`src/tfm_pkg.sv`:
```
// package: register map, field layout and timing constants of the tape modem
package tfm_pkg;
  // clock figures
  localparam int CLK_HZ     = 20_000_000;
  localparam int SYS_HZ     = 4_000_000;
  localparam int PRESC_DIV  = 32;
  localparam int TICK_NS    = (1_000_000_000 / SYS_HZ) * PRESC_DIV;
  // bit timing, microseconds as printed
  localparam int ZERO_HALF_US = 500;
  localparam int ONE_HALF_US  = 250;
  localparam int ONE_LIMIT_US = 750;
  localparam logic [23:0] ZERO_HALF_CNT = 24'(ZERO_HALF_US * 1000 / TICK_NS);
  localparam logic [23:0] ONE_HALF_CNT  = 24'(ONE_HALF_US * 1000 / TICK_NS);
  localparam logic [23:0] ONE_LIMIT_CNT = 24'(ONE_LIMIT_US * 1000 / TICK_NS);
  localparam logic [23:0] RX_PRELOAD    = 24'hFFFFFF;
  // register offsets
  localparam logic [3:0] REG_CTRL   = 4'h0;
  localparam logic [3:0] REG_STATUS = 4'h1;
  localparam logic [3:0] REG_PRE_HI = 4'h2;
  localparam logic [3:0] REG_PRE_MD = 4'h3;
  localparam logic [3:0] REG_PRE_LO = 4'h4;
  localparam logic [3:0] REG_CNT_HI = 4'h5;
  localparam logic [3:0] REG_CNT_MD = 4'h6;
  localparam logic [3:0] REG_CNT_LO = 4'h7;
  localparam logic [3:0] REG_DIR    = 4'h8;
  localparam logic [3:0] REG_PORT   = 4'h9;
  localparam logic [3:0] REG_TXBIT  = 4'hA;
  localparam logic [3:0] REG_RXCTL  = 4'hB;
  localparam logic [3:0] REG_PER_HI = 4'hC;
  localparam logic [3:0] REG_PER_MD = 4'hD;
  localparam logic [3:0] REG_PER_LO = 4'hE;
  // field positions
  localparam int CTRL_EN    = 0;
  localparam int CTRL_PSC   = 1;
  localparam int CTRL_EXT   = 2;
  localparam int CTRL_MODE  = 3;
  localparam int ST_ZERO    = 0;
  localparam int ST_TXBUSY  = 1;
  localparam int ST_RXVALID = 2;
  localparam int ST_RXBIT   = 3;
  localparam int ST_RXSYNC  = 4;
  localparam int DIR_TX     = 1;
  localparam int PORT_RX    = 0;
  // reset values
  localparam logic [7:0] DIR_RESET  = 8'h02;
  localparam logic [1:0] MODE_RESET = 2'h0;
  typedef enum logic [1:0] {
    TFM_RELOAD, TFM_ROLLOVER, TFM_SQUARE, TFM_ONESHOT
  } tfm_mode_type;
  typedef enum logic [1:0] {TFM_TX_IDLE, TFM_TX_HIGH, TFM_TX_LOW} tfm_tx_type;
  typedef enum logic [1:0] {
    TFM_RX_OFF, TFM_RX_RISE, TFM_RX_LOW, TFM_RX_HIGH
  } tfm_rx_type;
  typedef struct packed {
    logic [3:0] addr;
    logic [7:0] wdata;
    logic       wr;
    logic       rd;
  } tfm_bus_req_type;
endpackage

```
`src/tfm_modem.sv`:
```
// tape fsk modem: interval timer, tape port lines and bit sequencers
//
// Notes on behaviour
// - one is 2 kHz period, zero 1 kHz
// - only port bit 1 drives, others input
// - prescaler advanced by 4 MHz system tick
// - preload half bit period before each bit
// - drive line high, start counter, await flag
// - on expiry stop, drive low, restart, await
// - restart reloads counter from stored preload
// - receive by timing rising edge to edge
// - wait for first rising edge before measuring
// - start on high, stop after low-high, capture
// - period is preload minus captured count
// - counter is 24-bit synchronous down counter
// - preload built from three 8-bit registers
// - counter via divide-by-32 prescaler or direct
// - count clock is system tick or pin
// - reload, rollover, square wave, one-shot modes
// - zero reached sets the single status flag
//
// The register addresses and the plain strobed port were left to the implementer.
`timescale 1ns/10ps
`default_nettype none
module tfm_modem #(
  parameter int CLK_HZ = tfm_pkg::CLK_HZ
) (
  // clock and reset
  input  wire logic                     clk,
  input  wire logic                     resetn,
  // register port
  input  wire tfm_pkg::tfm_bus_req_type bus_req,
  output logic [7:0]                    bus_rdata,
  // tape and timer pins
  output logic                          tape_tx_line,
  output logic                          tape_tx_oe,
  input  wire logic                     tape_rx_line,
  input  wire logic                     external_count_clock_in,
  output logic                          timer_wave_out
);
  localparam int TICK_DIV = CLK_HZ / tfm_pkg::SYS_HZ;
  localparam logic [3:0] TICK_LAST = 4'(TICK_DIV - 1);

  if (CLK_HZ % tfm_pkg::SYS_HZ != 0 || TICK_DIV < 2 || TICK_DIV > 16) begin : g_bad_clk
    $error("clock must be 2..16 times the system tick");
  end

  typedef struct packed {
    logic [3:0]          tick_div;
    logic [4:0]          presc;
    logic [23:0]         ctr;
    logic [23:0]         pre;
    logic                en;
    logic                psc_use;
    logic                ext;
    tfm_pkg::tfm_mode_type mode;
    logic                zflag;
    logic                wave;
    logic                dir_tx;
    logic                tx;
    tfm_pkg::tfm_tx_type txst;
    tfm_pkg::tfm_rx_type rxst;
    logic                rx_bit;
    logic                rx_valid;
    logic [23:0]         period;
    logic [7:0]          rdata;
    logic [2:0]          rx_sync;
    logic                rx_lvl;
    logic                rx_prev;
    logic [2:0]          ext_sync;
    logic                ext_lvl;
    logic                ext_prev;
  } tfm_state_type;

  tfm_state_type st_reg;
  tfm_state_type st_next;
  logic          sys_tick;
  logic          src_tick;
  logic          cnt_tick;
  logic          zero_evt;
  logic          rx_rise;
  logic          wr_hit;
  logic          rd_hit;
  logic          zclr;
  logic          vclr;

  always_comb begin
    st_next = st_reg;
    wr_hit  = bus_req.wr;
    rd_hit  = bus_req.rd;
    zclr    = 1'b0;
    vclr    = 1'b0;
    // pin synchronisers, level taken once stages two and three agree
    st_next.rx_sync  = {st_reg.rx_sync[1:0], tape_rx_line};
    st_next.ext_sync = {st_reg.ext_sync[1:0], external_count_clock_in};
    if (st_reg.rx_sync[1] == st_reg.rx_sync[2]) begin
      st_next.rx_lvl = st_reg.rx_sync[2];
    end
    if (st_reg.ext_sync[1] == st_reg.ext_sync[2]) begin
      st_next.ext_lvl = st_reg.ext_sync[2];
    end
    st_next.rx_prev  = st_reg.rx_lvl;
    st_next.ext_prev = st_reg.ext_lvl;
    rx_rise = st_reg.rx_lvl & ~st_reg.rx_prev;
    // system tick stands in for the falling edge of the slow system clock
    sys_tick = (st_reg.tick_div == TICK_LAST);
    st_next.tick_div = sys_tick ? 4'h0 : st_reg.tick_div + 4'h1;
    src_tick = st_reg.ext ? (st_reg.ext_lvl & ~st_reg.ext_prev) : sys_tick;
    if (src_tick) begin
      st_next.presc = st_reg.presc + 5'h01;
    end
    cnt_tick = src_tick & (~st_reg.psc_use | (st_reg.presc == 5'h1F));
    zero_evt = st_reg.en & cnt_tick & (st_reg.ctr == 24'h000001);
    // counter proper
    if (st_reg.en && cnt_tick) begin
      if (st_reg.ctr != 24'h000000) begin
        st_next.ctr = st_reg.ctr - 24'h000001;
        if (zero_evt && st_reg.mode == tfm_pkg::TFM_SQUARE) begin
          st_next.wave = ~st_reg.wave;
        end
      end else begin
        unique case (st_reg.mode)
          tfm_pkg::TFM_RELOAD,
          tfm_pkg::TFM_SQUARE:   st_next.ctr = st_reg.pre;
          tfm_pkg::TFM_ROLLOVER: st_next.ctr = 24'hFFFFFF;
          tfm_pkg::TFM_ONESHOT:  st_next.en = 1'b0;
        endcase
      end
    end
    // register writes
    if (wr_hit) begin
      unique case (bus_req.addr)
        tfm_pkg::REG_CTRL: begin
          if (bus_req.wdata[tfm_pkg::CTRL_EN] && !st_reg.en) begin
            st_next.ctr   = st_reg.pre;
            st_next.presc = 5'h00;
          end
          st_next.en      = bus_req.wdata[tfm_pkg::CTRL_EN];
          st_next.psc_use = bus_req.wdata[tfm_pkg::CTRL_PSC];
          st_next.ext     = bus_req.wdata[tfm_pkg::CTRL_EXT];
          st_next.mode    = tfm_pkg::tfm_mode_type'(bus_req.wdata[tfm_pkg::CTRL_MODE +: 2]);
        end
        tfm_pkg::REG_STATUS: begin
          zclr = bus_req.wdata[tfm_pkg::ST_ZERO];
          vclr = bus_req.wdata[tfm_pkg::ST_RXVALID];
        end
        tfm_pkg::REG_PRE_HI: st_next.pre[23:16] = bus_req.wdata;
        tfm_pkg::REG_PRE_MD: st_next.pre[15:8]  = bus_req.wdata;
        tfm_pkg::REG_PRE_LO: st_next.pre[7:0]   = bus_req.wdata;
        tfm_pkg::REG_DIR:    st_next.dir_tx = bus_req.wdata[tfm_pkg::DIR_TX];
        tfm_pkg::REG_PORT: begin
          if (st_reg.txst == tfm_pkg::TFM_TX_IDLE) begin
            st_next.tx = bus_req.wdata[tfm_pkg::DIR_TX];
          end
        end
        tfm_pkg::REG_RXCTL: begin
          st_next.rxst = bus_req.wdata[0] ? tfm_pkg::TFM_RX_RISE : tfm_pkg::TFM_RX_OFF;
        end
        default: ;
      endcase
    end
    // transmit sequencer; a transmit request overrides the timer setup
    unique case (st_reg.txst)
      tfm_pkg::TFM_TX_IDLE: begin
        if (wr_hit && bus_req.addr == tfm_pkg::REG_TXBIT) begin
          st_next.pre     = bus_req.wdata[0] ? tfm_pkg::ONE_HALF_CNT : tfm_pkg::ZERO_HALF_CNT;
          st_next.ctr     = st_next.pre;
          st_next.presc   = 5'h00;
          st_next.en      = 1'b1;
          st_next.psc_use = 1'b1;
          st_next.ext     = 1'b0;
          st_next.mode    = tfm_pkg::TFM_RELOAD;
          st_next.tx      = 1'b1;
          st_next.rxst    = tfm_pkg::TFM_RX_OFF;
          st_next.txst    = tfm_pkg::TFM_TX_HIGH;
        end
      end
      tfm_pkg::TFM_TX_HIGH: begin
        if (zero_evt) begin
          st_next.tx    = 1'b0;
          st_next.ctr   = st_reg.pre;
          st_next.presc = 5'h00;
          st_next.txst  = tfm_pkg::TFM_TX_LOW;
        end
      end
      tfm_pkg::TFM_TX_LOW: begin
        if (zero_evt) begin
          st_next.en   = 1'b0;
          st_next.ctr  = 24'h000000;
          st_next.txst = tfm_pkg::TFM_TX_IDLE;
        end
      end
      default: st_next.txst = tfm_pkg::TFM_TX_IDLE;
    endcase
    // receive sequencer, needs a non-inverted wave on the line
    if (st_reg.txst == tfm_pkg::TFM_TX_IDLE) begin
      unique case (st_reg.rxst)
        tfm_pkg::TFM_RX_OFF: ;
        tfm_pkg::TFM_RX_RISE: begin
          if (rx_rise) begin
            st_next.pre     = tfm_pkg::RX_PRELOAD;
            st_next.ctr     = tfm_pkg::RX_PRELOAD;
            st_next.presc   = 5'h00;
            st_next.en      = 1'b1;
            st_next.psc_use = 1'b1;
            st_next.ext     = 1'b0;
            st_next.mode    = tfm_pkg::TFM_RELOAD;
            st_next.rxst    = tfm_pkg::TFM_RX_LOW;
          end
        end
        tfm_pkg::TFM_RX_LOW: begin
          if (!st_reg.rx_lvl) begin
            st_next.rxst = tfm_pkg::TFM_RX_HIGH;
          end
        end
        tfm_pkg::TFM_RX_HIGH: begin
          if (rx_rise) begin
            st_next.period   = st_reg.pre - st_reg.ctr;
            st_next.rx_bit   = (st_reg.pre - st_reg.ctr) < tfm_pkg::ONE_LIMIT_CNT;
            st_next.ctr      = st_reg.pre;
            st_next.presc    = 5'h00;
            st_next.rxst     = tfm_pkg::TFM_RX_LOW;
          end
        end
        default: st_next.rxst = tfm_pkg::TFM_RX_OFF;
      endcase
    end
    // sticky flags, a set in the clearing cycle wins
    st_next.zflag    = (st_reg.zflag & ~zclr) | zero_evt;
    st_next.rx_valid = (st_reg.rx_valid & ~vclr)
                     | (st_reg.txst == tfm_pkg::TFM_TX_IDLE && st_reg.rxst == tfm_pkg::TFM_RX_HIGH && rx_rise);
    // read data stands only in the cycle after the strobe
    st_next.rdata = 8'h00;
    if (rd_hit) begin
      unique case (bus_req.addr)
        tfm_pkg::REG_CTRL:   st_next.rdata = {3'h0, st_reg.mode, st_reg.ext, st_reg.psc_use, st_reg.en};
        tfm_pkg::REG_STATUS: st_next.rdata = {3'h0, st_reg.rxst != tfm_pkg::TFM_RX_OFF
                                              && st_reg.rxst != tfm_pkg::TFM_RX_RISE,
                                              st_reg.rx_bit, st_reg.rx_valid,
                                              st_reg.txst != tfm_pkg::TFM_TX_IDLE, st_reg.zflag};
        tfm_pkg::REG_PRE_HI: st_next.rdata = st_reg.pre[23:16];
        tfm_pkg::REG_PRE_MD: st_next.rdata = st_reg.pre[15:8];
        tfm_pkg::REG_PRE_LO: st_next.rdata = st_reg.pre[7:0];
        tfm_pkg::REG_CNT_HI: st_next.rdata = st_reg.ctr[23:16];
        tfm_pkg::REG_CNT_MD: st_next.rdata = st_reg.ctr[15:8];
        tfm_pkg::REG_CNT_LO: st_next.rdata = st_reg.ctr[7:0];
        tfm_pkg::REG_DIR:    st_next.rdata = {6'h00, st_reg.dir_tx, 1'b0};
        tfm_pkg::REG_PORT:   st_next.rdata = {6'h00, st_reg.tx, st_reg.rx_lvl};
        tfm_pkg::REG_PER_HI: st_next.rdata = st_reg.period[23:16];
        tfm_pkg::REG_PER_MD: st_next.rdata = st_reg.period[15:8];
        tfm_pkg::REG_PER_LO: st_next.rdata = st_reg.period[7:0];
        default:             st_next.rdata = 8'h00;
      endcase
    end
  end

  always_ff @(posedge clk or negedge resetn) begin
    if (!resetn) begin
      st_reg        <= '0;
      st_reg.dir_tx <= tfm_pkg::DIR_RESET[tfm_pkg::DIR_TX];
      st_reg.mode   <= tfm_pkg::tfm_mode_type'(tfm_pkg::MODE_RESET);
    end else begin
      st_reg <= st_next;
    end
  end

  assign bus_rdata      = st_reg.rdata;
  assign tape_tx_line   = st_reg.tx;
  assign tape_tx_oe     = st_reg.dir_tx;
  assign timer_wave_out = st_reg.wave;

  a_sys_tick_gap: assert property (@(posedge clk) disable iff (!resetn)
    sys_tick |=> !sys_tick [*4]) else $error("system tick spacing wrong");
  a_tx_bit_start: assert property (@(posedge clk) disable iff (!resetn)
    (st_reg.txst == tfm_pkg::TFM_TX_IDLE && bus_req.wr && bus_req.addr == tfm_pkg::REG_TXBIT)
    |=> tape_tx_line && st_reg.en
        && st_reg.ctr == ($past(bus_req.wdata[0]) ? tfm_pkg::ONE_HALF_CNT : tfm_pkg::ZERO_HALF_CNT))
    else $error("transmit bit did not start");
  a_tx_half_swap: assert property (@(posedge clk) disable iff (!resetn)
    (st_reg.txst == tfm_pkg::TFM_TX_HIGH && zero_evt)
    |=> !tape_tx_line && st_reg.ctr == st_reg.pre && st_reg.txst == tfm_pkg::TFM_TX_LOW)
    else $error("second half did not start");
  a_zero_flag_set: assert property (@(posedge clk) disable iff (!resetn)
    zero_evt |=> st_reg.zflag && st_reg.ctr != 24'h000001) else $error("zero flag missed");
  a_ctr_down_one: assert property (@(posedge clk) disable iff (!resetn)
    (st_reg.en && cnt_tick && st_reg.ctr > 24'h000001 && st_reg.txst == tfm_pkg::TFM_TX_IDLE
     && !bus_req.wr && st_reg.rxst != tfm_pkg::TFM_RX_HIGH)
    |=> st_reg.ctr == $past(st_reg.ctr) - 24'h000001) else $error("counter did not decrement");
  a_presc_wrap: assert property (@(posedge clk) disable iff (!resetn)
    (cnt_tick && st_reg.psc_use) |=> st_reg.presc == 5'h00) else $error("prescaler not 32");
  a_rx_period: assert property (@(posedge clk) disable iff (!resetn)
    (st_reg.txst == tfm_pkg::TFM_TX_IDLE && st_reg.rxst == tfm_pkg::TFM_RX_HIGH && rx_rise)
    |=> st_reg.period == $past(st_reg.pre) - $past(st_reg.ctr) && st_reg.rx_valid
        && st_reg.rx_bit == (st_reg.period < tfm_pkg::ONE_LIMIT_CNT))
    else $error("receive period wrong");
  a_rx_wait_sync: assert property (@(posedge clk) disable iff (!resetn)
    (st_reg.rxst == tfm_pkg::TFM_RX_RISE && !rx_rise && !bus_req.wr)
    |=> st_reg.rxst == tfm_pkg::TFM_RX_RISE) else $error("receiver left sync wait early");
  a_tx_oe_only: assert property (@(posedge clk) disable iff (!resetn)
    (bus_req.wr && bus_req.addr == tfm_pkg::REG_DIR)
    |=> tape_tx_oe == $past(bus_req.wdata[tfm_pkg::DIR_TX])) else $error("direction bit wrong");
endmodule
`default_nettype wire

```
`config.mk`:
```
export PLATFORM = sky130hd
export DESIGN_NAME = tfm_modem
export DESIGN_NICKNAME = d
export VERILOG_FILES = /design/src/tfm_pkg.sv /design/src/tfm_modem.sv
export SDC_FILE = /design/constraint.sdc
export NUM_CORES = 1
export LEC_CHECK = 0
export CAP_MARGIN = 15
export CORE_MARGIN = 2
export CORE_UTILIZATION = 28
export CTS_CLUSTER_DIAMETER = 60
export DETAILED_ROUTE_END_ITERATION = 10
export DONT_BUFFER_PORTS = 1
export GPL_TIMING_DRIVEN = 1
export HOLD_SLACK_MARGIN = 0.1
export MAX_ROUTING_LAYER = met4
export PLACE_DENSITY = 0.39
export SYNTH_ARGS = -nofsm -noshare
export SYNTH_HDL_FRONTEND = slang
export SYNTH_SLANG_ARGS = --single-unit
export TNS_END_PERCENT = 30
```
`constraint.sdc`:
```
create_clock -name clk -period 4.31 [get_ports clk]
set_clock_uncertainty 0.1 [all_clocks]
set_input_delay 0.2155 -clock clk [delete_from_list [all_inputs] [get_ports clk]]
set_output_delay 0.2155 -clock clk [all_outputs]
set_load 0.02 [all_outputs]
```
## Word-level counts from Yosys, hierarchy flattened

Index checks and enable logic that the tools add are counted.

| storage, ports and cells | value |
|---|---|
| bits in registers | 114 |
| bits in latches | 0 |
| memory bits (writable) | 0 |
| bits in read-only memories | 0 |
| input port bits | 18 |
| output and inout port bits | 11 |
| word-level logic and storage cells | 150 |
| memories | 0 |

| operators by class | value |
|---|---|
| $add $sub $neg | 4 |
| multiply operators | 0 |
| divide/modulo/power cells | 0 |
| magnitude comparators | 1 |
| eq/ne operators | 31 |
| shift-type cells | 0 |
| muxes and demuxes | 55 |
| bitwise logic cells | 16 |
| reductions and logical operators | 19 |

Operators by type and width:

| operator | count |
|---|---|
| $mux W58 | 4 |
| $mux W29 | 5 |
| $pmux W8 S13 | 1 |
| $mux W24 | 4 |
| $pmux W24 S3 | 1 |
| $pmux W29 S2 | 1 |
| $pmux W24 S2 | 1 |
| $mux W8 | 4 |
| $eq A4 B4 Y1 const B | 7 |
| $eq A24 B1 Y1 const B | 1 |
| $lt A24 B7 Y1 const B | 1 |
| $reduce_bool A24 Y1 | 1 |
| $sub A24 B1 Y24 const B | 1 |
| $sub A24 B24 Y24 | 1 |
| $eq A4 B3 Y1 const B | 5 |
| $mux W5 | 3 |
| $mux W1 | 14 |
| $mux W2 | 6 |
| $pmux W2 S3 | 2 |
| $eq A2 B2 Y1 const B | 5 |
| $pmux W5 S2 | 1 |
| $mux W3 | 3 |
| $reduce_and A3 Y1 | 3 |
| $eq A4 B2 Y1 const B | 2 |
| 21 further kinds | 49 |

## Depth between registers and ports, before layout

| logic depth | value |
|---|---|
| depth after elaboration | 14 |
| gate-level depth with buffers | 13 |
| depth with buffers taken out | 12 |

## Least setup slack after synthesis

No wires, ideal clock.

| timing path | value |
|---|---|
| path kind | register to register |
| start | register st_reg[81] in the netlist's numbering |
| end | register st_reg[43] in the netlist's numbering |
| setup time | 0.066 ns |
| data arrival time | 2.824 ns |
| required time | 4.144 ns |
| path slack | 1.320 ns |
| cell stages (with the launch flop) | 12 |
| buffers on the path | 0 |
| clock period less this slack | 2.990 ns |
| path through | dfrtp_1 ha_1 fa_1 nand2b_1 a211oi_1 o211ai_1 nand3b_1 a21oi_1 xnor2_1 or2_2 nor4_1 a32o_2 |

| between the ends | value |
|---|---|
| longest elaborated chain between the ends | 2 |

Ends and longest elaborated chain:

| element | line | RTL |
|---|---|---|
| from (decl) | tfm_modem.sv:75 | `tfm_state_type st_reg;` |
| from (signal assigned) | tfm_modem.sv:263 | `st_reg <= st_next;` |
| $sub A24 B24 Y24 | tfm_modem.sv:219 | `st_next.rx_bit = (st_reg.pre - st_reg.ctr) < tfm_pkg::ONE_LIMIT_CNT;` |
| $lt A24 B7 Y1 | tfm_modem.sv:219 |  |

Every way passes these cells.
A chain may end at the register's enable or synchronous reset.

## Worst setup path in the final report

Ends and elaborated chain as after synthesis.

==> results list <==
* Count of TritonRoute iterations in the first routing pass: 6
* Synth Area per Inst: 8.11 um2
* Antenna violations before repair: 1
* Area of the core region: 28600 um2
- Clock tree from TritonCTS: done
- The run finished with clean final reports.
- Pwr per Cell Area: 558 nW/um2
- The library cell used most frequently in the layout, excluding fill and tap cells, is nand2_1.
- List of cells traversed by the critical path: ha_1 > fa_1 > nand2b_1 > a211oi_1 > a2bb2oi_1 > xnor2_1 > nand2_1 > nor4_1 > nand4_1 > nor4_1 > a32o_2
* Actual slew at the worst max-slew pin: 1000 ps
- Category of the worst setup path launch point: flop
- Kind of end point of the critical path: flop
- Number of clock buffers inserted by TritonCTS: 17
* Relative area change from synthesis to final layout: 16.1%
- Setup repair after global routing missed its margin: false
- The register with the most flip-flops in the layout has 97 of them.
- Measured against its own limit, the worst slew margin works out to 0.328.
* Highest metal layer with signal wires: met4
- Highest cell delay on the worst timing path: 530 ps
- Congestion Overflow GR: 0
- Static timing analysis puts the maximum clock frequency at 0.284 GHz.
* Most used cells in the layout excluding fill and tap cells: nand2_1 (131), dfrtp_1 (113), o21ai_0 (104)
* Maximum number of pins on one net before global-route repair: 115
- Starting utilization of the core area: 0.283
- Critical path required time: 4590 ps
- Area share of the largest cell type after synthesis: 0.349
- Highest fanout seen on the critical path: 8
- The longest clock path from root to sink contains 2 buffers.
* Worst reg2reg path depth: 11
- Max-slew violation count: 0
* Routed wire length: 36.9 mm
* Met3 WL post-DR: 3.23 mm
- Clk_lat worst skew: 450 ps
* Number of filler instances in the final layout: 2999
* Count of mapped cells out of synthesis: 999
- In this run, distinct cell masters in the synthesized netlist total 78.
- Total negative slack: 0 ps
- GRT Overall Usage: 0.255
- Post-synthesis sequential element count: 114
* Ys Warns: 0
- Height of the chip: 174 um
- Root Buffer Master: clkbuf_16
- The die is 174 um wide.
- Including well taps, the total number of placed cells is 1345.
* Mapped Area: 8100 um2
- Sequential cell area: 2850 um2
- The worst hold path passes through 4 cells.
- In this run, post-CTS repair resized a total of 0 instances.
- Hold slack final: 125 ps
- In the final layout, the multi-input gates occupy 4820 um2.
* Met2 layer wire length in the routed design: 15.8 mm
- The number of nets handed over by synthesis was 1047.
- In the synthesized netlist the async set-or-reset flop fraction comes to 1.00.
- IR Drop Worst-Case VDD: 0.000245 V
- Via count of the first global-routing pass: 7917
- At the end of routability-driven placement, the weighted congestion stood at 0.973.
- The synthesized design contains 0 enable-type register cells.
- Fraction of final layout cells sized beyond drive strength 1: 0.0817
* I/O pin total: 29
- Arrival @ worst endpoint: 3800 ps
- Detailed-route vias per instance: 5.84
- Post-route met1 wirelength: 16.7 mm
* Cell taking the most area after synthesis: dfrtp_1
- In the finished design, the share of the clock period the worst path needs comes to 0.818.
* IO buf count: 0
* Critical-path top delay cell: a211oi_1
- For this block, the via count after detailed routing is 8184.
- Ranking of synthesized cells by area: dfrtp_1 (35%), o21ai_0 (6.4%), nand2_1 (6.1%)
- DRC violations left: 0
* Share of the core filled with cells: 0.328
- Max-cap viol count: 0
* Final min period: 3520 ps
- In this run the number of H-tree levels came out at 4.
- Floorplan die area: 30300 um2
- Number of clock sinks: 114
- For this block, the initial DRC count from the detailed router was 915.
- Wire length of the first global-routing pass: 54.9 mm
- The cell that appears most often on the critical path is nor4_1.
- Antenna violation net count after detailed routing: 0
- Classification of the worst setup path: flop to flop
- Non-filler cells, final: 1402
- The share of the Yosys chip area taken by registers is 0.352.
- Setup violations remaining at the end of the flow were counted as 0.
- Post-place setup slack: 800 ps
- Routed WL per cell: 26.3 um
- Static power due to leakage: 0.00394 uW
* Dominant synthesized flop cell: dfrtp_1
- The number of hold-slack violations in the final timing report is 0.
* Worst setup slack after layout: 786 ps
* Clock input transition at the sequential cells of the worst setup and hold paths: 60 ps
* HPWL after detailed placement: 26.4 mm
- The net count of the finished layout is 1051.
- The path class of the tightest hold or removal check is input port to flop.
* Row count: 62
[worst max-delay path, delay by kind of cell, from the launching register on]
family,cells,cell delay (ps)
adders and majority gates,2,680
xor gates and xnor gates,1,160
and+or+nand+nor,5,1040
DFF,1,490
AOI/OAI and AO/OA,3,990
[path summary, 6_finish.rpt]
check,start,end,slack [ps]
max,st_reg[81],st_reg[43],790
min,bus_req[12],bus_rdata[0],120
max reg2reg,st_reg[81],st_reg[43],790
min reg2reg,st_next[3],st_next[4],250
max in group asynchronous,resetn,st_reg[23],3260
min in group asynchronous,resetn,st_reg[31],270
[cells in the mapped netlist, drive strengths merged, types with 19 or more instances]
library cell	count
nand2	131
dfrtp	113
o21ai	106
a21oi	80
nor2	80
clkbuf	45
inv	38
mux2i	35
ha	29
nand3	27
nor3	20
buf	19
[layout make-up]
type                    instances  share of cell area
diodes                          2            0.000533
clock buffers                  19              0.0471
flip-flops and latches        114               0.304
clock inverters                13              0.0221
well taps                     384              0.0511
multi-input cells             782               0.513
repair buffers                 49              0.0473
inverters                      39              0.0156
[through the flow]
step | area, um2 | total power, uW
3_5_place_dp | 8490 | 3530
5_1_grt | 9400 | 5540
3_3_place_gp | 8490 | 3570
6_report | 9400 | 5250
4_1_cts | 9380 | 5240
2_1_floorplan | 8100 | 2870
[layer usage]
| metal | vias to the layer above | GRT usage |
|---|---|---|
| li1 | 3685 | - |
| met1 | 4005 | 0.349 |
| met2 | 419 | 0.362 |
| met3 | 75 | 0.0645 |
| met4 | 0 | 0.0903 |
| met5 | - | - |
[where the power goes]
part           leakage, uW  switching [uW]  total (uW)  internal, uW
registers          0.00142             392        1630          1240
logic              0.00221            1230        2000           771
clock network     0.000306             576        1620          1040
total              0.00394            2200        5250          3050
[repair_timing]
action / in CTS / in global routing
buffers inserted: 0 / 0
endpoints found under the setup margin: 0 / 0
endpoints found under the hold margin: 158 / 0
hold buffers: 22 / 0
[cell families after synthesis]
group                      synth area share
DFF                                   0.352
AOI/OAI and AO/OA                     0.273
xor gates and xnor gates             0.0238
adders and majority gates            0.0498
muxes                                0.0530
and+or+nand+nor                       0.194
buffers and inverters                0.0533
Note: power is estimated with default switching activity, not from simulation.
